### src/logic/sppa_pkg.sv
package sppa_pkg;

  // Default bus widths and storage sizes
  localparam int SPPA_ADR_W     = 8;
  localparam int SPPA_DAT_W     = 32;
  localparam int SPPA_MEM_DEPTH = 16;
  localparam int SPPA_REG_COUNT = 4;

  // Reset values
  localparam logic [31:0] SPPA_REG_RST   = 32'h0000_0000;
  localparam logic        SPPA_STALL_OFF = 1'h0;

  // Strobe-gating machine of the standard-to-pipelined path
  typedef enum logic [1:0]
  {
    SPPA_GATE_IDLE                       = 2'h1,
    SPPA_GATE_AWAITING_ACKNOWLEDGE_STATE = 2'h2
  } sppa_gate_state_t;

  // Bus master sequencing in the far-end cores
  typedef enum logic [2:0]
  {
    SPPA_MST_IDLE   = 3'h1,
    SPPA_MST_STROBE = 3'h2,
    SPPA_MST_WAIT   = 3'h4
  } sppa_mst_state_t;

endpackage

### src/logic/sppa_bus_if.sv
`timescale 1ns/1ps
// Five bus groups between the adapter and the cores around it:
// sm_ standard master in, ps_ pipelined slave out,
// pm_ pipelined master in, ss_ standard slave out,
// dm_ pipelined master served directly by the adapter's simple slave.
interface sppa_bus_if
#(
  parameter int AW = sppa_pkg::SPPA_ADR_W,
  parameter int DW = sppa_pkg::SPPA_DAT_W
);
  logic          sm_cyc;
  logic          sm_stb;
  logic          sm_we;
  logic [AW-1:0] sm_adr;
  logic [DW-1:0] sm_dat_w;
  logic          sm_ack;
  logic [DW-1:0] sm_dat_r;
  logic          ps_cyc;
  logic          ps_stb;
  logic          ps_we;
  logic [AW-1:0] ps_adr;
  logic [DW-1:0] ps_dat_w;
  logic          ps_ack;
  logic [DW-1:0] ps_dat_r;
  logic          pm_cyc;
  logic          pm_stb;
  logic          pm_we;
  logic [AW-1:0] pm_adr;
  logic [DW-1:0] pm_dat_w;
  logic          pm_stall;
  logic          pm_ack;
  logic [DW-1:0] pm_dat_r;
  logic          ss_cyc;
  logic          ss_stb;
  logic          ss_we;
  logic [AW-1:0] ss_adr;
  logic [DW-1:0] ss_dat_w;
  logic          ss_ack;
  logic [DW-1:0] ss_dat_r;
  logic          dm_cyc;
  logic          dm_stb;
  logic          dm_we;
  logic [AW-1:0] dm_adr;
  logic [DW-1:0] dm_dat_w;
  logic          dm_stall;
  logic          dm_ack;
  logic [DW-1:0] dm_dat_r;

  modport bridge
  (
    input  sm_cyc, sm_stb, sm_we, sm_adr, sm_dat_w,
    output sm_ack, sm_dat_r,
    output ps_cyc, ps_stb, ps_we, ps_adr, ps_dat_w,
    input  ps_ack, ps_dat_r,
    input  pm_cyc, pm_stb, pm_we, pm_adr, pm_dat_w,
    output pm_stall, pm_ack, pm_dat_r,
    output ss_cyc, ss_stb, ss_we, ss_adr, ss_dat_w,
    input  ss_ack, ss_dat_r,
    input  dm_cyc, dm_stb, dm_we, dm_adr, dm_dat_w,
    output dm_stall, dm_ack, dm_dat_r
  );

  modport cores
  (
    output sm_cyc, sm_stb, sm_we, sm_adr, sm_dat_w,
    input  sm_ack, sm_dat_r,
    input  ps_cyc, ps_stb, ps_we, ps_adr, ps_dat_w,
    output ps_ack, ps_dat_r,
    output pm_cyc, pm_stb, pm_we, pm_adr, pm_dat_w,
    input  pm_stall, pm_ack, pm_dat_r,
    input  ss_cyc, ss_stb, ss_we, ss_adr, ss_dat_w,
    output ss_ack, ss_dat_r,
    output dm_cyc, dm_stb, dm_we, dm_adr, dm_dat_w,
    input  dm_stall, dm_ack, dm_dat_r
  );
endinterface

### src/logic/sppa_core_end.sv
`timescale 1ns/1ps
// Functional notes
// - Standard master holds strobe until acknowledge
// - Pipelined slave starts transaction every strobe edge
// - Adapter machine: idle, then await acknowledge
// - Slave strobe passes only while machine idle
// - Stalled pipelined master starts nothing new
// - Stall low without cycle, else inverse acknowledge
// - Simple slave: registered ack, two cycles, edge-1 write
// - Direct pipelined master sees stall tied low
// - Write: raise, ack and drop strobe, end
// - Read: raise, data and ack, end
// - One bus clock; outputs launched on rising edge
// - Gated bus clock stops in low state
// - Gate clock only while interconnect idle

// One bus master; PIPE selects pipelined strobe release
module sppa_master
#(
  parameter bit PIPE = 1'b0,
  parameter int AW   = sppa_pkg::SPPA_ADR_W,
  parameter int DW   = sppa_pkg::SPPA_DAT_W
)
(
  input  wire logic          sys_clk,
  input  wire logic          rst_n,
  input  wire logic          usr_req,
  input  wire logic          usr_we,
  input  wire logic [AW-1:0] usr_adr,
  input  wire logic [DW-1:0] usr_wdat,
  output logic               usr_ready,
  output logic               usr_done,
  output logic [DW-1:0]      usr_rdat,
  output logic               cyc,
  output logic               stb,
  output logic               we,
  output logic [AW-1:0]      adr,
  output logic [DW-1:0]      dat_w,
  input  wire logic          stall,
  input  wire logic          ack,
  input  wire logic [DW-1:0] dat_r
);
  import sppa_pkg::*;

  sppa_mst_state_t state_reg;
  logic            we_reg;
  logic [AW-1:0]   adr_reg;
  logic [DW-1:0]   wdat_reg;
  logic            done_reg;
  logic [DW-1:0]   rdat_reg;

  // Sequencing; a standard master keeps strobe up until the acknowledge
  always_ff @(posedge sys_clk or negedge rst_n)
  begin
    if (!rst_n)
      state_reg <= SPPA_MST_IDLE;
    else
    begin
      case (state_reg)
        SPPA_MST_IDLE:
          if (usr_req)
            state_reg <= SPPA_MST_STROBE;
        SPPA_MST_STROBE:
          if (ack)
            state_reg <= SPPA_MST_IDLE;
          else if (PIPE && !stall)
            state_reg <= SPPA_MST_WAIT;
        SPPA_MST_WAIT:
          if (ack)
            state_reg <= SPPA_MST_IDLE;
        default:
          state_reg <= SPPA_MST_IDLE;
      endcase
    end
  end

  // Request fields are frozen for the whole cycle
  always_ff @(posedge sys_clk or negedge rst_n)
  begin
    if (!rst_n)
    begin
      we_reg   <= 1'h0;
      adr_reg  <= '0;
      wdat_reg <= '0;
    end
    else if (state_reg == SPPA_MST_IDLE && usr_req)
    begin
      we_reg   <= usr_we;
      adr_reg  <= usr_adr;
      wdat_reg <= usr_wdat;
    end
  end

  // Completion pulse and captured read data
  always_ff @(posedge sys_clk or negedge rst_n)
  begin
    if (!rst_n)
    begin
      done_reg <= 1'h0;
      rdat_reg <= '0;
    end
    else
    begin
      done_reg <= (state_reg != SPPA_MST_IDLE) && ack;
      if ((state_reg != SPPA_MST_IDLE) && ack && !we_reg)
        rdat_reg <= dat_r;
    end
  end

  // Strobe only in the strobe state; cycle spans strobe and wait
  assign cyc       = (state_reg != SPPA_MST_IDLE);
  assign stb       = (state_reg == SPPA_MST_STROBE);
  assign we        = we_reg;
  assign adr       = adr_reg;
  assign dat_w     = wdat_reg;
  assign usr_ready = (state_reg == SPPA_MST_IDLE);
  assign usr_done  = done_reg;
  assign usr_rdat  = rdat_reg;

endmodule

// One memory slave; PIPE takes a new request on every strobe
module sppa_slave
#(
  parameter bit PIPE  = 1'b0,
  parameter int AW    = sppa_pkg::SPPA_ADR_W,
  parameter int DW    = sppa_pkg::SPPA_DAT_W,
  parameter int DEPTH = sppa_pkg::SPPA_MEM_DEPTH
)
(
  input  wire logic          sys_clk,
  input  wire logic          rst_n,
  input  wire logic          cyc,
  input  wire logic          stb,
  input  wire logic          we,
  input  wire logic [AW-1:0] adr,
  input  wire logic [DW-1:0] dat_w,
  output logic               ack,
  output logic [DW-1:0]      dat_r
);
  import sppa_pkg::*;

  localparam int IW = (DEPTH > 1) ? $clog2(DEPTH) : 1;

  logic          ack_reg;
  logic [DW-1:0] rdat_reg;
  logic [DW-1:0] mem [DEPTH];
  logic          take;
  logic [IW-1:0] idx;

  // Standard mode ignores the strobe it has just acknowledged
  assign take = PIPE ? (cyc && stb) : (cyc && stb && !ack_reg);
  assign idx  = adr[IW-1:0];

  // Acknowledge one edge after each accepted request
  always_ff @(posedge sys_clk or negedge rst_n)
  begin
    if (!rst_n)
      ack_reg <= 1'h0;
    else
      ack_reg <= take;
  end

  // Read data launched on the same edge as the acknowledge
  always_ff @(posedge sys_clk or negedge rst_n)
  begin
    if (!rst_n)
      rdat_reg <= '0;
    else if (take && !we)
      rdat_reg <= mem[idx];
  end

  // Storage has no reset; contents are undefined until written
  always_ff @(posedge sys_clk)
  begin
    if (take && we)
      mem[idx] <= dat_w;
  end

  assign ack   = ack_reg;
  assign dat_r = rdat_reg;

endmodule

// Far end: three masters and two slaves around the adapter.
// Index 0 drives the standard master, 1 the pipelined master behind
// the stall logic, 2 the pipelined master on the direct simple slave.
// The bus clock is assumed free running; any gating of it is done
// outside, stopped low and only while every cycle line is low.
module sppa_core_end
#(
  parameter int AW    = sppa_pkg::SPPA_ADR_W,
  parameter int DW    = sppa_pkg::SPPA_DAT_W,
  parameter int DEPTH = sppa_pkg::SPPA_MEM_DEPTH
)
(
  input  wire logic                sys_clk,
  input  wire logic                rst_n,
  sppa_bus_if.cores                bus,
  input  wire logic [2:0]          usr_req,
  input  wire logic [2:0]          usr_we,
  input  wire logic [2:0][AW-1:0]  usr_adr,
  input  wire logic [2:0][DW-1:0]  usr_wdat,
  output logic [2:0]               usr_ready,
  output logic [2:0]               usr_done,
  output logic [2:0][DW-1:0]       usr_rdat,
  output logic                     bus_idle
);
  import sppa_pkg::*;

  // Standard master; no stall in standard mode
  sppa_master #(.PIPE(1'b0), .AW(AW), .DW(DW)) u_std_master
  (
    .sys_clk (sys_clk), .rst_n (rst_n), .usr_req (usr_req[0]), .usr_we (usr_we[0]),
    .usr_adr (usr_adr[0]), .usr_wdat (usr_wdat[0]), .usr_ready (usr_ready[0]),
    .usr_done (usr_done[0]), .usr_rdat (usr_rdat[0]), .cyc (bus.sm_cyc), .stb (bus.sm_stb),
    .we (bus.sm_we), .adr (bus.sm_adr), .dat_w (bus.sm_dat_w), .stall (SPPA_STALL_OFF),
    .ack (bus.sm_ack), .dat_r (bus.sm_dat_r)
  );

  // Pipelined master held back by the adapter's stall
  sppa_master #(.PIPE(1'b1), .AW(AW), .DW(DW)) u_pipe_master
  (
    .sys_clk (sys_clk), .rst_n (rst_n), .usr_req (usr_req[1]), .usr_we (usr_we[1]),
    .usr_adr (usr_adr[1]), .usr_wdat (usr_wdat[1]), .usr_ready (usr_ready[1]),
    .usr_done (usr_done[1]), .usr_rdat (usr_rdat[1]), .cyc (bus.pm_cyc), .stb (bus.pm_stb),
    .we (bus.pm_we), .adr (bus.pm_adr), .dat_w (bus.pm_dat_w), .stall (bus.pm_stall),
    .ack (bus.pm_ack), .dat_r (bus.pm_dat_r)
  );

  // Pipelined master on the simple slave; its stall stays low
  sppa_master #(.PIPE(1'b1), .AW(AW), .DW(DW)) u_direct_master
  (
    .sys_clk (sys_clk), .rst_n (rst_n), .usr_req (usr_req[2]), .usr_we (usr_we[2]),
    .usr_adr (usr_adr[2]), .usr_wdat (usr_wdat[2]), .usr_ready (usr_ready[2]),
    .usr_done (usr_done[2]), .usr_rdat (usr_rdat[2]), .cyc (bus.dm_cyc), .stb (bus.dm_stb),
    .we (bus.dm_we), .adr (bus.dm_adr), .dat_w (bus.dm_dat_w), .stall (bus.dm_stall),
    .ack (bus.dm_ack), .dat_r (bus.dm_dat_r)
  );

  // Pipelined slave behind the strobe gate
  sppa_slave #(.PIPE(1'b1), .AW(AW), .DW(DW), .DEPTH(DEPTH)) u_pipe_slave
  (
    .sys_clk (sys_clk),
    .rst_n   (rst_n),
    .cyc     (bus.ps_cyc),
    .stb     (bus.ps_stb),
    .we      (bus.ps_we),
    .adr     (bus.ps_adr),
    .dat_w   (bus.ps_dat_w),
    .ack     (bus.ps_ack),
    .dat_r   (bus.ps_dat_r)
  );

  // Standard slave behind the stall logic
  sppa_slave #(.PIPE(1'b0), .AW(AW), .DW(DW), .DEPTH(DEPTH)) u_std_slave
  (
    .sys_clk (sys_clk),
    .rst_n   (rst_n),
    .cyc     (bus.ss_cyc),
    .stb     (bus.ss_stb),
    .we      (bus.ss_we),
    .adr     (bus.ss_adr),
    .dat_w   (bus.ss_dat_w),
    .ack     (bus.ss_ack),
    .dat_r   (bus.ss_dat_r)
  );

  // Safe point for an outside clock gate: no cycle open on any path
  assign bus_idle = !bus.sm_cyc && !bus.pm_cyc && !bus.dm_cyc;

endmodule

### src/flat_wrapper.sv
// flat-port wrapper written by rule: the top's interface ports become plain ports
module sppa_core_end_flat import sppa_pkg::*;
#(
  parameter int AW    = sppa_pkg::SPPA_ADR_W,
  parameter int DW    = sppa_pkg::SPPA_DAT_W,
  parameter int DEPTH = sppa_pkg::SPPA_MEM_DEPTH
)
  (sys_clk, rst_n, usr_req, usr_we, usr_adr, usr_wdat, usr_ready, usr_done, usr_rdat, bus_idle, bus_sm_cyc, bus_sm_stb, bus_sm_we, bus_sm_adr, bus_sm_dat_w, bus_sm_ack, bus_sm_dat_r, bus_ps_cyc, bus_ps_stb, bus_ps_we, bus_ps_adr, bus_ps_dat_w, bus_ps_ack, bus_ps_dat_r, bus_pm_cyc, bus_pm_stb, bus_pm_we, bus_pm_adr, bus_pm_dat_w, bus_pm_stall, bus_pm_ack, bus_pm_dat_r, bus_ss_cyc, bus_ss_stb, bus_ss_we, bus_ss_adr, bus_ss_dat_w, bus_ss_ack, bus_ss_dat_r, bus_dm_cyc, bus_dm_stb, bus_dm_we, bus_dm_adr, bus_dm_dat_w, bus_dm_stall, bus_dm_ack, bus_dm_dat_r);
  sppa_bus_if #(.AW(AW), .DW(DW)) bus_i ();
  input  wire logic sys_clk;
  input  wire logic rst_n;
  input  wire logic [2:0] usr_req;
  input  wire logic [2:0] usr_we;
  input  wire logic [2:0][AW-1:0] usr_adr;
  input  wire logic [2:0][DW-1:0] usr_wdat;
  output logic [2:0] usr_ready;
  output logic [2:0] usr_done;
  output logic [2:0][DW-1:0] usr_rdat;
  output logic bus_idle;
  output wire logic [$bits(bus_i.sm_cyc)-1:0] bus_sm_cyc;
  output wire logic [$bits(bus_i.sm_stb)-1:0] bus_sm_stb;
  output wire logic [$bits(bus_i.sm_we)-1:0] bus_sm_we;
  output wire logic [$bits(bus_i.sm_adr)-1:0] bus_sm_adr;
  output wire logic [$bits(bus_i.sm_dat_w)-1:0] bus_sm_dat_w;
  input wire logic [$bits(bus_i.sm_ack)-1:0] bus_sm_ack;
  input wire logic [$bits(bus_i.sm_dat_r)-1:0] bus_sm_dat_r;
  input wire logic [$bits(bus_i.ps_cyc)-1:0] bus_ps_cyc;
  input wire logic [$bits(bus_i.ps_stb)-1:0] bus_ps_stb;
  input wire logic [$bits(bus_i.ps_we)-1:0] bus_ps_we;
  input wire logic [$bits(bus_i.ps_adr)-1:0] bus_ps_adr;
  input wire logic [$bits(bus_i.ps_dat_w)-1:0] bus_ps_dat_w;
  output wire logic [$bits(bus_i.ps_ack)-1:0] bus_ps_ack;
  output wire logic [$bits(bus_i.ps_dat_r)-1:0] bus_ps_dat_r;
  output wire logic [$bits(bus_i.pm_cyc)-1:0] bus_pm_cyc;
  output wire logic [$bits(bus_i.pm_stb)-1:0] bus_pm_stb;
  output wire logic [$bits(bus_i.pm_we)-1:0] bus_pm_we;
  output wire logic [$bits(bus_i.pm_adr)-1:0] bus_pm_adr;
  output wire logic [$bits(bus_i.pm_dat_w)-1:0] bus_pm_dat_w;
  input wire logic [$bits(bus_i.pm_stall)-1:0] bus_pm_stall;
  input wire logic [$bits(bus_i.pm_ack)-1:0] bus_pm_ack;
  input wire logic [$bits(bus_i.pm_dat_r)-1:0] bus_pm_dat_r;
  input wire logic [$bits(bus_i.ss_cyc)-1:0] bus_ss_cyc;
  input wire logic [$bits(bus_i.ss_stb)-1:0] bus_ss_stb;
  input wire logic [$bits(bus_i.ss_we)-1:0] bus_ss_we;
  input wire logic [$bits(bus_i.ss_adr)-1:0] bus_ss_adr;
  input wire logic [$bits(bus_i.ss_dat_w)-1:0] bus_ss_dat_w;
  output wire logic [$bits(bus_i.ss_ack)-1:0] bus_ss_ack;
  output wire logic [$bits(bus_i.ss_dat_r)-1:0] bus_ss_dat_r;
  output wire logic [$bits(bus_i.dm_cyc)-1:0] bus_dm_cyc;
  output wire logic [$bits(bus_i.dm_stb)-1:0] bus_dm_stb;
  output wire logic [$bits(bus_i.dm_we)-1:0] bus_dm_we;
  output wire logic [$bits(bus_i.dm_adr)-1:0] bus_dm_adr;
  output wire logic [$bits(bus_i.dm_dat_w)-1:0] bus_dm_dat_w;
  input wire logic [$bits(bus_i.dm_stall)-1:0] bus_dm_stall;
  input wire logic [$bits(bus_i.dm_ack)-1:0] bus_dm_ack;
  input wire logic [$bits(bus_i.dm_dat_r)-1:0] bus_dm_dat_r;
  assign bus_sm_cyc = bus_i.sm_cyc;
  assign bus_sm_stb = bus_i.sm_stb;
  assign bus_sm_we = bus_i.sm_we;
  assign bus_sm_adr = bus_i.sm_adr;
  assign bus_sm_dat_w = bus_i.sm_dat_w;
  assign bus_i.sm_ack = bus_sm_ack;
  assign bus_i.sm_dat_r = bus_sm_dat_r;
  assign bus_i.ps_cyc = bus_ps_cyc;
  assign bus_i.ps_stb = bus_ps_stb;
  assign bus_i.ps_we = bus_ps_we;
  assign bus_i.ps_adr = bus_ps_adr;
  assign bus_i.ps_dat_w = bus_ps_dat_w;
  assign bus_ps_ack = bus_i.ps_ack;
  assign bus_ps_dat_r = bus_i.ps_dat_r;
  assign bus_pm_cyc = bus_i.pm_cyc;
  assign bus_pm_stb = bus_i.pm_stb;
  assign bus_pm_we = bus_i.pm_we;
  assign bus_pm_adr = bus_i.pm_adr;
  assign bus_pm_dat_w = bus_i.pm_dat_w;
  assign bus_i.pm_stall = bus_pm_stall;
  assign bus_i.pm_ack = bus_pm_ack;
  assign bus_i.pm_dat_r = bus_pm_dat_r;
  assign bus_i.ss_cyc = bus_ss_cyc;
  assign bus_i.ss_stb = bus_ss_stb;
  assign bus_i.ss_we = bus_ss_we;
  assign bus_i.ss_adr = bus_ss_adr;
  assign bus_i.ss_dat_w = bus_ss_dat_w;
  assign bus_ss_ack = bus_i.ss_ack;
  assign bus_ss_dat_r = bus_i.ss_dat_r;
  assign bus_dm_cyc = bus_i.dm_cyc;
  assign bus_dm_stb = bus_i.dm_stb;
  assign bus_dm_we = bus_i.dm_we;
  assign bus_dm_adr = bus_i.dm_adr;
  assign bus_dm_dat_w = bus_i.dm_dat_w;
  assign bus_i.dm_stall = bus_dm_stall;
  assign bus_i.dm_ack = bus_dm_ack;
  assign bus_i.dm_dat_r = bus_dm_dat_r;
  sppa_core_end #(.AW(AW), .DW(DW), .DEPTH(DEPTH)) u_core (.sys_clk(sys_clk), .rst_n(rst_n), .bus(bus_i), .usr_req(usr_req), .usr_we(usr_we), .usr_adr(usr_adr), .usr_wdat(usr_wdat), .usr_ready(usr_ready), .usr_done(usr_done), .usr_rdat(usr_rdat), .bus_idle(bus_idle));
endmodule
### config.mk
export PLATFORM = sky130hd
export DESIGN_NAME = sppa_core_end_flat
export DESIGN_NICKNAME = d
export VERILOG_FILES = /design/src/logic/sppa_pkg.sv /design/src/logic/sppa_bus_if.sv /design/src/logic/sppa_core_end.sv /design/src/flat_wrapper.sv
export SDC_FILE = /design/constraint.sdc
export NUM_CORES = 1
export LEC_CHECK = 0
export BUFFER_PORTS_ARGS = -buffer_cell sky130_fd_sc_hd__buf_2
export CORE_MARGIN = 3
export CORE_UTILIZATION = 30
export DETAILED_ROUTE_END_ITERATION = 10
export GPL_TIMING_DRIVEN = 0
export PLACE_DENSITY_LB_ADDON = 0.2
export SLEW_MARGIN = 20
export SYNTH_ARGS = -nofsm -noshare
export SYNTH_HDL_FRONTEND = slang
export SYNTH_SLANG_ARGS = --single-unit
### constraint.sdc
create_clock -name sys_clk -period 11.9 [get_ports sys_clk]
set_input_delay 1.785 -clock sys_clk [delete_from_list [all_inputs] [get_ports sys_clk]]
set_output_delay 1.785 -clock sys_clk [all_outputs]
set_load 0.005 [all_outputs]
==> results by group, run 1 <==
Synth
  – Post-synthesis simple-gate area fraction: 0.02162
  – Main combinational cell family by area after synthesis: multiplexers
  – Area leader, netlist: edfxtp_1
  – Top_reg_cell synth: edfxtp_1
  – Post-Synth Adder-Cell Area: 0
  – Post-Syn Instances: 2599
  – Synth async-reset ratio: 0.2242
  – Dominant cells by area after synthesis: edfxtp_1 61%, dfrtp_1 15%, mux2i_1 5.5%, mux4_2 5.5%, mux2_2 3.7%
  – XOR/XNOR Fraction of Synth Area: 0
  – Compound-cell area share of the yosys netlist: 0.03490
  – Mean post-synth cell area: roughly 19 µm²
  – Synth Cell Area: 0.05023 mm²
  – Synth Register Bits: around 1.3k
  – Post-synthesis mux area share: 0.1661
  – Synth Warn #: 0
  – Top cell type's share of synthesized area: 0.6122
  – Seq/Total Area, Yosys: 0.7597
  – Post-Syn Nets: 2914
  – Post-synth EDFFs: ~1.0k
  – Distinct cell type count of the synthesized netlist: 48

Die
  – Total I/O pin count: 613
  – # rows: 149
  – Total die area: 0.1724 mm²
  – Core area: 0.1657 mm²
  – Die height: 415.2 µm
  – Die X: 415.2 µm
  – Initial Utilization: 0.3031

Critical path
  – R2R Path Start: u_core.u_std_slave.ack$_DFF_PN0_
  – Crit-path cells: clkbuf_1 > clkbuf_1 > clkbuf_1 > nand4_1 > nor3_2 > buf_6 > buf_4
  – Worst Path Buf+Inv: 5
  – Worst setup path category: in2reg
  – CP max stage cell: nor3_2
  – Worst reg-to-reg setup slack: 8.88 ns
  – CP delay by family, top: buffers and inverters
  – Crit start category: input pin
  – CP arrival: 5.05 ns
  – Slowest stage delay, CP: between 0.8 and 0.9 ns
  – Critical path peak fanout: 10
  – Crit path required time: 12.35 ns
  – CP endpoint kind: flip-flop
  – FF-to-FF path depth: 6
  – Crit-path most repeated cell: clkbuf_1
  – Worst reg2reg endpoint: u_core.u_std_slave.mem[3][31]$_DFFE_PP_

Pwr
  – Power Dens Cells: 189.6 mW/mm²
  – Switch Pwr: 2.923 mW
  – Combinational Power Share: 0.137
  – Pint: 8.968 mW
  – Switching share of power: 0.2458
  – VDD IR max: approximately 0.00014 V
  – Clock power frac: 0.388
  – Sequential share of power: 0.474
  – Final Power: 11.89 mW
  – LEAKAGE: 22.99 nW

Timing
  – Setup violations, final: 0
  – Max_slew headroom: 0.2644
  – Skew final: 0.04799 ns
  – Final hold violation count: 0
  – RSZ-0062 raised after global routing: false
  – Final WS setup: 7.295 ns
  – Crit share post-route: 0.3870
  – Fmax: 217.1 MHz
  – Fin Setup TNS: 0 ns
  – Min Tclk post-route: 4.605 ns
  – Worst Tran Pin Value: 1.099 ns
  – Max-slew violations: 0

Finish
  – Commonest non-fill, non-tap cell in the layout: edfxtp_1
  – P&R area growth vs syn: 24.84%
  – Non-Filler Cell Area, Final: approximately 0.063 mm²
  – Share of cells above drive strength 1: 0.3930
  – Reg area: 0.03816 mm²
  – Nets: 3748
  – Largest registers: u_core.u_pipe_slave.mem x512, u_core.u_std_slave.mem x512
  – Multi-input logic area: 0.01140 mm²
  – Most frequent cells in the layout: 1024 x edfxtp_1, 652 x buf_2, 293 x dfrtp_1
  – Fillers: 15.35k

GRT
  – Total GRT Usage: 0.1635
  – Initial antenna violation count: 26
  – Busiest layer in global routing: met2
  – First-pass GRT wire length: approximately 200 mm
  – M2 GR Usage: 0.2769
  – Grt met3 use: 0.03679
  – Largest net degree at the start of global routing: 87
  – Number of global-route vias before repair: 28.08k
  – GR Overflow Total: 0
  – Met1 GRT Util: 0.2098

CTS
  – Post-CTS setup buffer count: 0
  – CTS Root Cell: clkbuf_16
  – Clk Latency, worst-skew pair: 0.78 ns
  – CTS Hold Bufs: 0
  – Sink Count: roughly 1.3k
  – Clock buffer depth: 3
  – Post-CTS Resized: 0
  – CTS tree: done
  – Clock Pin Slew Worst Setup and Hold Paths: 0.06 ns
  – H-Tree Depth: 4
  – TritonCTS buffer count: 148

Outcome
  – Outcome: finished, final reports clean

Min path
  – WHS Path Cells: 2
  – Hold path startpoint: u_core.u_std_slave.dat_r[7]$_DFFE_PN0P_
  – Hold Path Sink: u_core.u_std_slave.dat_r[7]$_DFFE_PN0P_
  – Hold Crit Class: reg2reg

Place
  – Cell Area, Placed: 0.05767 mm²
  – Hpwl dp: 100.1 mm
  – GPL Wtd Cong: 0.7912
  – PortBufs: 599
  – Pre-CTS WS: 6.514 ns

Detailed routing
  – Initial DRC count: roughly 2.1k
  – DR DRC count: 0
  – Vias per inst: 4.746
  – Post-Route WL: 143.3 mm
  – Antenna viol nets, final: 0
  – Routed length per instance: ~25 µm
  – DRT Pass-1 Iters: 5
  – Vias: 27.29k

Run
  – Max cap viols: 0
-- cell families after synthesis --
family,Yosys count
buffers and inverters,159
flip-flops,1320
multiplexers,629
AND/OR/NAND/NOR,219
AO/OA/AOI/OAI,272
-- how the worst max path moves through the flow --
| stage | startpoint | end | slack [ns] | depth (start not counted) |
|---|---|---|---|---|
| 4_1_cts | bus_ss_adr[0] | u_core.u_std_slave.mem[3][31]$_DFFE_PP_ | 7.34 | 7 |
| 6_report | bus_ss_adr[0] | u_core.u_std_slave.mem[3][31]$_DFFE_PP_ | 7.29 | 7 |
| 3_5_place_dp | bus_ss_adr[0] | u_core.u_std_slave.mem[3][14]$_DFFE_PP_ | 6.51 | 7 |
| 3_3_place_gp | rst_n | u_core.u_pipe_slave.dat_r[6]$_DFFE_PN0P_ | 2.12 | 1 |
| 5_1_grt | bus_ss_adr[0] | u_core.u_std_slave.mem[3][31]$_DFFE_PP_ | 7.20 | 7 |
| 2_1_floorplan | bus_ss_adr[1] | u_core.u_std_slave.mem[3][0]$_DFFE_PP_ | 6.34 | 7 |
-- power groups by stage --
stage	sequential, mW	combinational (mW)	clock (mW)
floorplan	5.74	0.755	0
detailed placement	5.74	1.68	0
CTS	5.65	1.69	4.75
finish	5.64	1.63	4.62
global route	5.69	1.77	4.95
global placement	5.73	1.66	0
-- final cells by class --
| cell class | instances | area share |
|---|---|---|
| sequential | 1320 | 0.6085 |
| multi-input combinational | 1120 | 0.1819 |
| timing repair buffer | 684 | 0.07143 |
| clock buffer | 220 | 0.06883 |
| tap | 2189 | 0.04368 |
| buffer | 152 | 0.01371 |
| clock inverter | 54 | 0.01135 |
| inverter | 7 | 0.0004190 |
| antenna | 5 | 0.0001995 |
-- through the flow --
step | cells | utilization | hold slack (ns)
after floorplan | 2599 | - | 0.4628
after global placement | 5387 | 0.3377 | 0.4824
after detailed placement | 5472 | 0.3480 | 0.4765
after CTS | 5746 | 0.3783 | 0.4993
after global routing | 5749 | 0.3783 | 0.5075
final | 5751 | 0.3784 | 0.4950
-- Yosys cell counts, drive strengths merged, types with 7 or more instances --
master     n
nand2b     7
dfrtp    293
o21ai     19
nor3      49
a211oi    14
o211ai    31
inv        7
nand2     28
mux2i    278
and2       7
mux4     123
edfxtp  1024
o22ai     93
nor2      87
a221oi    18
nor2b      9
buf      102
clkbuf    50
a21oi     58
mux2     228
a22oi     36
-- layer usage --
metal  routed length [µm]  share of wire  vias to the layer above
met1                60350           0.42                    14130
li1                     -              -                    12060
met3                 8419          0.059                      218
met4                 3420          0.024                        8
met5                   55        0.00038                        -
met2                71060           0.50                      881
-- tightest hold or removal path, delay by kind of cell, from the launching register on --
family / cells / cell delay [ns]
DFF: 1 / 0.36
and+or+nand+nor: 2 / 0.11
Power figures use the tool's default switching activity.
==> run 2, diff against run 1 <==
--- a/config.mk
+++ b/config.mk
@@ -5,6 +5,7 @@
 export SDC_FILE = /design/constraint.sdc
 export NUM_CORES = 1
 export LEC_CHECK = 0
+export ABC_AREA = 1
 export BUFFER_PORTS_ARGS = -buffer_cell sky130_fd_sc_hd__buf_2
 export CORE_MARGIN = 3
 export CORE_UTILIZATION = 30
==> constraint.sdc (replaced) <==
create_clock -name sys_clk -period 4.2 [get_ports sys_clk]
set_input_delay 0.63 -clock sys_clk [delete_from_list [all_inputs] [get_ports sys_clk]]
set_output_delay 0.63 -clock sys_clk [all_outputs]
set_load 0.005 [all_outputs]
==> run 2 against run 1 <==
  * Clock-buffer cell count fell by 18
  * Clock power rose to 2.8 times the previous value
  * Critical path type unchanged
  * Sequential power rose to 2.8 times the previous value
  * Final area rose by 5.9%
  * Synthesized area rose by 5.9%
  * Sequential share of layout area fell by 3.4 points
  * Highest routed layer unchanged
  * Wire length rose by 29%
==> results by group, run 2 <==
Detailed routing
  – DRT Pass-1 Iters: 6
  – Antenna viol nets, final: 0
  – Initial DRC count: 3309
  – Vias per inst: 4.703
  – Post-Route WL: 185.1 mm
  – DR DRC count: 0
  – Routed length per instance: between 20 and 25 µm
  – Vias: 38.59k

Synth
  – Synth Cell Area: about 0.053 mm²
  – Synth Register Bits: 1320
  – Top cell type's share of synthesized area: 0.5780
  – Synth Warn #: 0
  – Seq/Total Area, Yosys: 0.7173
  – Dominant cells by area after synthesis: edfxtp_1 58%, nand2_1 17%, dfrtp_1 14%, nand3_1 3.7%, nor2_1 1.7%
  – Post-synth EDFFs: 1024
  – Area leader, netlist: edfxtp_1
  – Most numerous cell in the Yosys netlist: nand2_1
  – Synth async-reset ratio: 0.2242
  – Post-Syn Nets: 5175
  – Mean post-synth cell area: 10.95 µm²
  – Top_reg_cell synth: edfxtp_1
  – Distinct cell type count of the synthesized netlist: 27
  – Post-Syn Instances: 4860
  – Most frequent cells after synthesis: 2401 x nand2_1, 1024 x edfxtp_1, 397 x nand3_1

Timing
  – Max-slew violations: 0
  – Final WS setup: 1.074 ns
  – Fin Setup TNS: 0 ns
  – Setup violations, final: 0
  – Fmax: between 300 and 400 MHz
  – Max_slew headroom: 0.2407
  – Min Tclk post-route: roughly 3.1 ns
  – Final hold violation count: 0
  – Skew final: between 0.05 and 0.06 ns
  – Worst Tran Pin Value: 1.139 ns
  – Crit share post-route: 0.7443
  – RSZ-0062 raised after global routing: false

Critical path
  – Slowest stage delay, CP: 0.89 ns
  – Crit-path cells: buf_2 > nor2_1 > clkbuf_1 > inv_1 > nor2_4 > buf_16 > buf_16
  – Crit path required time: 4.69 ns
  – Worst setup path category: in2reg
  – Critical path peak fanout: 13
  – R2R Path Start: u_core.u_std_slave.ack$_DFF_PN0_
  – CP arrival: 3.62 ns
  – Crit path from: bus_ps_adr[2]
  – Crit-path most repeated cell: buf_16
  – FF-to-FF path depth: 6
  – Worst reg-to-reg setup slack: 1.40 ns
  – CP Capture Point: u_core.u_pipe_slave.mem[0][12]$_DFFE_PP_
  – Crit start category: input pin
  – CP max stage cell: clkbuf_1
  – Worst reg2reg endpoint: u_core.u_std_slave.mem[7][8]$_DFFE_PP_
  – CP endpoint kind: flip-flop

Die
  – Core area: 0.1750 mm²
  – Initial Utilization: 0.3041
  – # rows: 153
  – Total die area: 0.1824 mm²
  – Total I/O pin count: 613
  – Die height: 427.1 µm
  – Die X: 427.1 µm

GRT
  – Initial antenna violation count: 32
  – Number of global-route vias before repair: 37.06k
  – Largest net degree at the start of global routing: 81
  – GR Overflow Total: 0
  – Total GRT Usage: 0.1979
  – First-pass GRT wire length: about 260 mm

CTS
  – CTS tree: done
  – Post-CTS Resized: 0
  – H-Tree Depth: 4
  – Clk Latency, worst-skew pair: ~0.80 ns
  – TritonCTS buffer count: 151
  – Post-CTS setup buffer count: 0
  – CTS Root Cell: clkbuf_16
  – Sink Count: 1320
  – Clock buffer depth: 3
  – Clock Pin Slew Worst Setup and Hold Paths: approximately 0.06 ns

Min path
  – Hold Crit Class: in2reg
  – Hold path startpoint: usr_adr[17]
  – WHS Path Cells: 3

Finish
  – Largest registers: u_core.u_pipe_slave.mem x512, u_core.u_std_slave.mem x512
  – Commonest non-fill, non-tap cell in the layout: nand2_1
  – Fin cells: 8205
  – Fillers: ~17k
  – Most frequent cells in the layout: 2401 x nand2_1, 1024 x edfxtp_1, 734 x buf_2
  – P&R area growth vs syn: 24.87%
  – Fin util: 0.3797
  – Nets: 6053
  – Share of cells above drive strength 1: 0.2007

Place
  – Pre-CTS WS: between 0.2 and 0.3 ns
  – PortBufs: 600
  – GPL Wtd Cong: ~0.8
  – Placed cells: roughly 7.8k
  – Hpwl dp: 130.1 mm

Run
  – Max cap viols: 0

Pwr
  – VDD IR max: approximately 0.00038 V
  – Final Power: ~34 mW
  – LEAKAGE: around 28 nW
  – Power Dens Cells: 515.9 mW/mm²

Outcome
  – Outcome: finished, final reports clean
run 2: cell types whose count changed in the layout (fill, tap and decap cells not counted), sizes merged, moves of 123 or more:
cell	before	now
mux2	228	72
mux2i	278	0
mux4	123	0
nand2	28	2401
nand3	3	397
nor2	87	243
run 2: cells by family after synthesis:
| group | Yosys count | synth area share |
|---|---|---|
| and+or+nand+nor | 3112 | 0.2328 |
| DFF | 1320 | 0.7173 |
| buffers and inverters | 311 | 0.03043 |
| muxes | 72 | 0.01524 |
| AOI/OAI and AO/OA | 45 | 0.004233 |
run 2: what timing repair did:
item	in CTS	in global routing
hold buffers	65	0
setup endpoints to repair	0	0
hold endpoints to repair	100	0
run 2: metal layers:
| metal | up-vias | GRT usage | part of all wire |
|---|---|---|---|
| li1 | 17990 | - | - |
| met2 | 1339 | 0.3172 | 0.47 |
| met1 | 18920 | 0.2656 | 0.43 |
| met4 | 4 | 0.07893 | 0.039 |
| met3 | 328 | 0.03555 | 0.063 |
| met5 | - | 0 | 0.00017 |
run 2: worst min-delay path by stage:
stage	end	slack, ns
finish	u_core.u_direct_master.adr[1]$_DFFE_PN0P_	0.07
global route	u_core.u_std_master.adr[0]$_DFFE_PN0P_	0.03
CTS	u_core.u_pipe_master.state_reg[1]$_DFFE_PN0P_	0.0001
detailed placement	u_core.u_pipe_master.usr_rdat[5]$_DFFE_PN0P_	0.45
floorplan	u_core.u_direct_master.adr[0]$_DFFE_PN0P_	0.33
global placement	u_core.u_pipe_master.usr_rdat[16]$_DFFE_PN0P_	0.45
run 2: cell type report:
type	instances	area, µm²	share of cell area
antenna	15	37.54	0.0005650
buffer	271	1464	0.02204
clock buffer	202	4101	0.06174
clock inverter	78	716.9	0.01079
inverter	40	158.9	0.002392
multi-input combinational	3229	13660	0.2057
sequential	1320	38160	0.5744
tap	2325	2909	0.04379
timing repair buffer	725	5220	0.07858
run 2: through the flow:
| step | area (µm²) | hold WS, ns |
|---|---|---|
| floorplan | 53200 | 0.3344 |
| global placement | 59110 | 0.4514 |
| detailed placement | 60920 | 0.4526 |
| CTS | 66390 | 0.0001363 |
| global route | 66420 | 0.02630 |
| finish | 66430 | 0.07038 |
run 2: where the power goes:
group,switching [mW],internal (mW),leakage (nW)
clock,5.57,7.25,2.35
sequential,0.613,15.3,12.8
combinational,3.47,2.05,12.7
run 2: critical path, delay by kind of cell:
kind	cells	cell delay, ns
buffers and inverters	5	1.89
AND/OR/NAND/NOR	2	1.07
==> run 3, diff against run 2 <==
==> constraint.sdc (replaced) <==
create_clock -name sys_clk -period 3.05 [get_ports sys_clk]
set_input_delay 0.4575 -clock sys_clk [delete_from_list [all_inputs] [get_ports sys_clk]]
set_output_delay 0.4575 -clock sys_clk [all_outputs]
set_load 0.005 [all_outputs]
==> run 3 against run 2 <==
  * Final area up 2.9%
  * Largest power group unchanged
  * Largest cell class unchanged
  * Core utilization grew 1.1 points
  * Total power is 38% higher
==> results by group, run 3 (synthesis results as in run 2) <==
Outcome
  – Outcome: finished, final reports clean

Critical path
  – CP max stage cell: clkbuf_1
  – Crit path from: bus_ps_adr[2]
  – Crit-path cells: buf_2 > nor2_1 > clkbuf_1 > inv_1 > nor2_4 > buf_16 > buf_16
  – CP endpoint kind: flip-flop
  – Slowest stage delay, CP: roughly 0.88 ns
  – Worst setup path category: in2reg
  – Crit start category: input pin
  – FF-to-FF path depth: 6
  – CP arrival: 3.43 ns
  – Crit path required time: 3.55 ns
  – Worst reg2reg endpoint: u_core.u_std_slave.mem[7][8]$_DFFE_PP_
  – Critical path peak fanout: 13
  – R2R Path Start: u_core.u_std_slave.ack$_DFF_PN0_
  – Crit-path most repeated cell: buf_16
  – CP Capture Point: u_core.u_pipe_slave.mem[0][13]$_DFFE_PP_
  – Worst reg-to-reg setup slack: between 0.2 and 0.3 ns

Pwr
  – VDD IR max: 0.0005226 V
  – Final Power: around 47 mW
  – Switching share of power: 0.2822
  – LEAKAGE: between 20 and 30 nW
  – Sequential share of power: 0.463
  – Switch Pwr: 13.39 mW
  – Pint: around 34 mW
  – Combinational Power Share: 0.165
  – Clock power frac: 0.372
  – Power Dens Cells: around 690 mW/mm²

Timing
  – Final hold violation count: 0
  – RSZ-0062 raised after global routing: false
  – Fin Setup TNS: 0 ns
  – Min Tclk post-route: a little under 3 ns
  – Fmax: 341.4 MHz
  – Worst Tran Pin Value: 1.154 ns
  – Crit share post-route: 0.9602
  – Setup violations, final: 0
  – Skew final: 0.05849 ns
  – Max_slew headroom: 0.2307
  – Max-slew violations: 0
  – Worst hold margin: 0.07098 ns

GRT
  – Total GRT Usage: 0.1997
  – First-pass GRT wire length: 265.1 mm
  – Initial antenna violation count: 22
  – Number of global-route vias before repair: 38.18k
  – Largest net degree at the start of global routing: 81
  – GR Overflow Total: 0

Finish
  – Fillers: 17.08k
  – Share of cells above drive strength 1: 0.1944
  – Multi-input logic area: 0.01366 mm²
  – Nets: 6244
  – P&R area growth vs syn: 28.45%
  – Commonest non-fill, non-tap cell in the layout: nand2_1
  – Fin cells: 8392
  – Most frequent cells in the layout: 2401 x nand2_1, 1024 x edfxtp_1, 734 x buf_2
  – Largest registers: u_core.u_pipe_slave.mem x512, u_core.u_std_slave.mem x512
  – Reg area: 0.03816 mm²
  – Fin util: 0.3906

Detailed routing
  – DR DRC count: 0
  – Vias: 39.28k
  – Routed length per instance: 22.24 µm
  – Initial DRC count: 3280
  – Vias per inst: 4.681
  – DRT Pass-1 Iters: 7
  – Antenna viol nets, final: 0
  – Post-Route WL: 186.6 mm

CTS
  – CTS tree: done
  – Clk Latency, worst-skew pair: about 0.80 ns
  – CTS Root Cell: clkbuf_16
  – Clock Pin Slew Worst Setup and Hold Paths: around 0.060 ns
  – Post-CTS setup buffer count: 0
  – H-Tree Depth: 4
  – Sink Count: 1320
  – TritonCTS buffer count: ~150
  – Post-CTS Resized: 0
  – Clock buffer depth: 3

Place
  – Hpwl dp: roughly 130 mm
  – Placed cells: just under 8k
  – PortBufs: 600
  – GPL Wtd Cong: 0.8204

Die
  – Core area: 0.1750 mm²
  – Die X: 427.1 µm
  – Total die area: 0.1824 mm²
  – Die height: 427.1 µm
  – Initial Utilization: 0.3041
  – # rows: roughly 150
  – Total I/O pin count: just over 600

Run
  – Max cap viols: 0

Min path
  – Hold Crit Class: in2reg
## run 3: cell types whose count changed in the layout (fill, tap and decap cells not counted)
cell	before	now
diode_2	15	11
clkbuf_1	122	121
dlygate4sd3_1	65	257
## run 3: area by class of cell
cell class	count	share of cell area
inverter	40	0.002325
buffer	270	0.02137
timing repair buffer	917	0.1045
tap	2325	0.04257
sequential	1320	0.5584
multi-input combinational	3229	0.1999
antenna	11	0.0004028
clock inverter	78	0.01049
clock buffer	202	0.06002
## run 3: critical path, delay by kind of cell
family / cells / cell delay [ns]
buffers and inverters: 5 / 1.88
and+or+nand+nor: 2 / 1.06
## run 3: worst min-delay path by stage
stage                                                  startpoint                                       endpoint  slack (ns)  cells after the start
finish                                            bus_ss_dat_w[9]         u_core.u_std_slave.mem[8][9]$_DFFE_PP_        0.07                      1
global route                                     bus_ps_dat_w[26]      u_core.u_pipe_slave.mem[15][26]$_DFFE_PP_        0.03                      1
floorplan                                                   rst_n      u_core.u_direct_master.adr[0]$_DFFE_PN0P_        0.16                      0
CTS                                              bus_ss_dat_w[26]       u_core.u_std_slave.mem[10][26]$_DFFE_PP_       0.001                      1
detailed placement                                          rst_n       u_core.u_std_slave.dat_r[20]$_DFFE_PN0P_        0.37                      1
global placement    u_core.u_pipe_master.usr_rdat[16]$_DFFE_PN0P_  u_core.u_pipe_master.usr_rdat[16]$_DFFE_PN0P_        0.45                      2
## run 3: through the flow
stage | setup WS (ns) | cell area [µm²]
floorplan | 0.06526 | 53200
global placement | -4.999 | 59110
detailed placement | -0.6923 | 60920
CTS | 0.07184 | 68310
finish | 0.1213 | 68340
global route | 0.08250 | 68330
## run 3: power groups by stage
stage	Combinational (mW)	Clock (mW)	Sequential, mW
final	7.83	17.7	21.9
after global routing	8.64	18.8	22.1
after CTS	7.96	18.1	21.9
after detailed placement	7.65	0	22.3
after global placement	7.55	0	22.2
after floorplan	3.22	0	22.4
## run 3: what timing repair did
item / in CTS / in global routing
setup endpoints to repair: 0 / 1
hold buffers: 257 / 0
endpoints found under the hold margin: 648 / 0
## run 3: per-layer routing
metal,vias up,share of wire,global-route usage
met2,1413,0.47,0.3217
met3,339,0.065,0.03609
met4,4,0.040,0.07957
met1,19140,0.43,0.2664
li1,18380,-,-
met5,-,0.00014,0
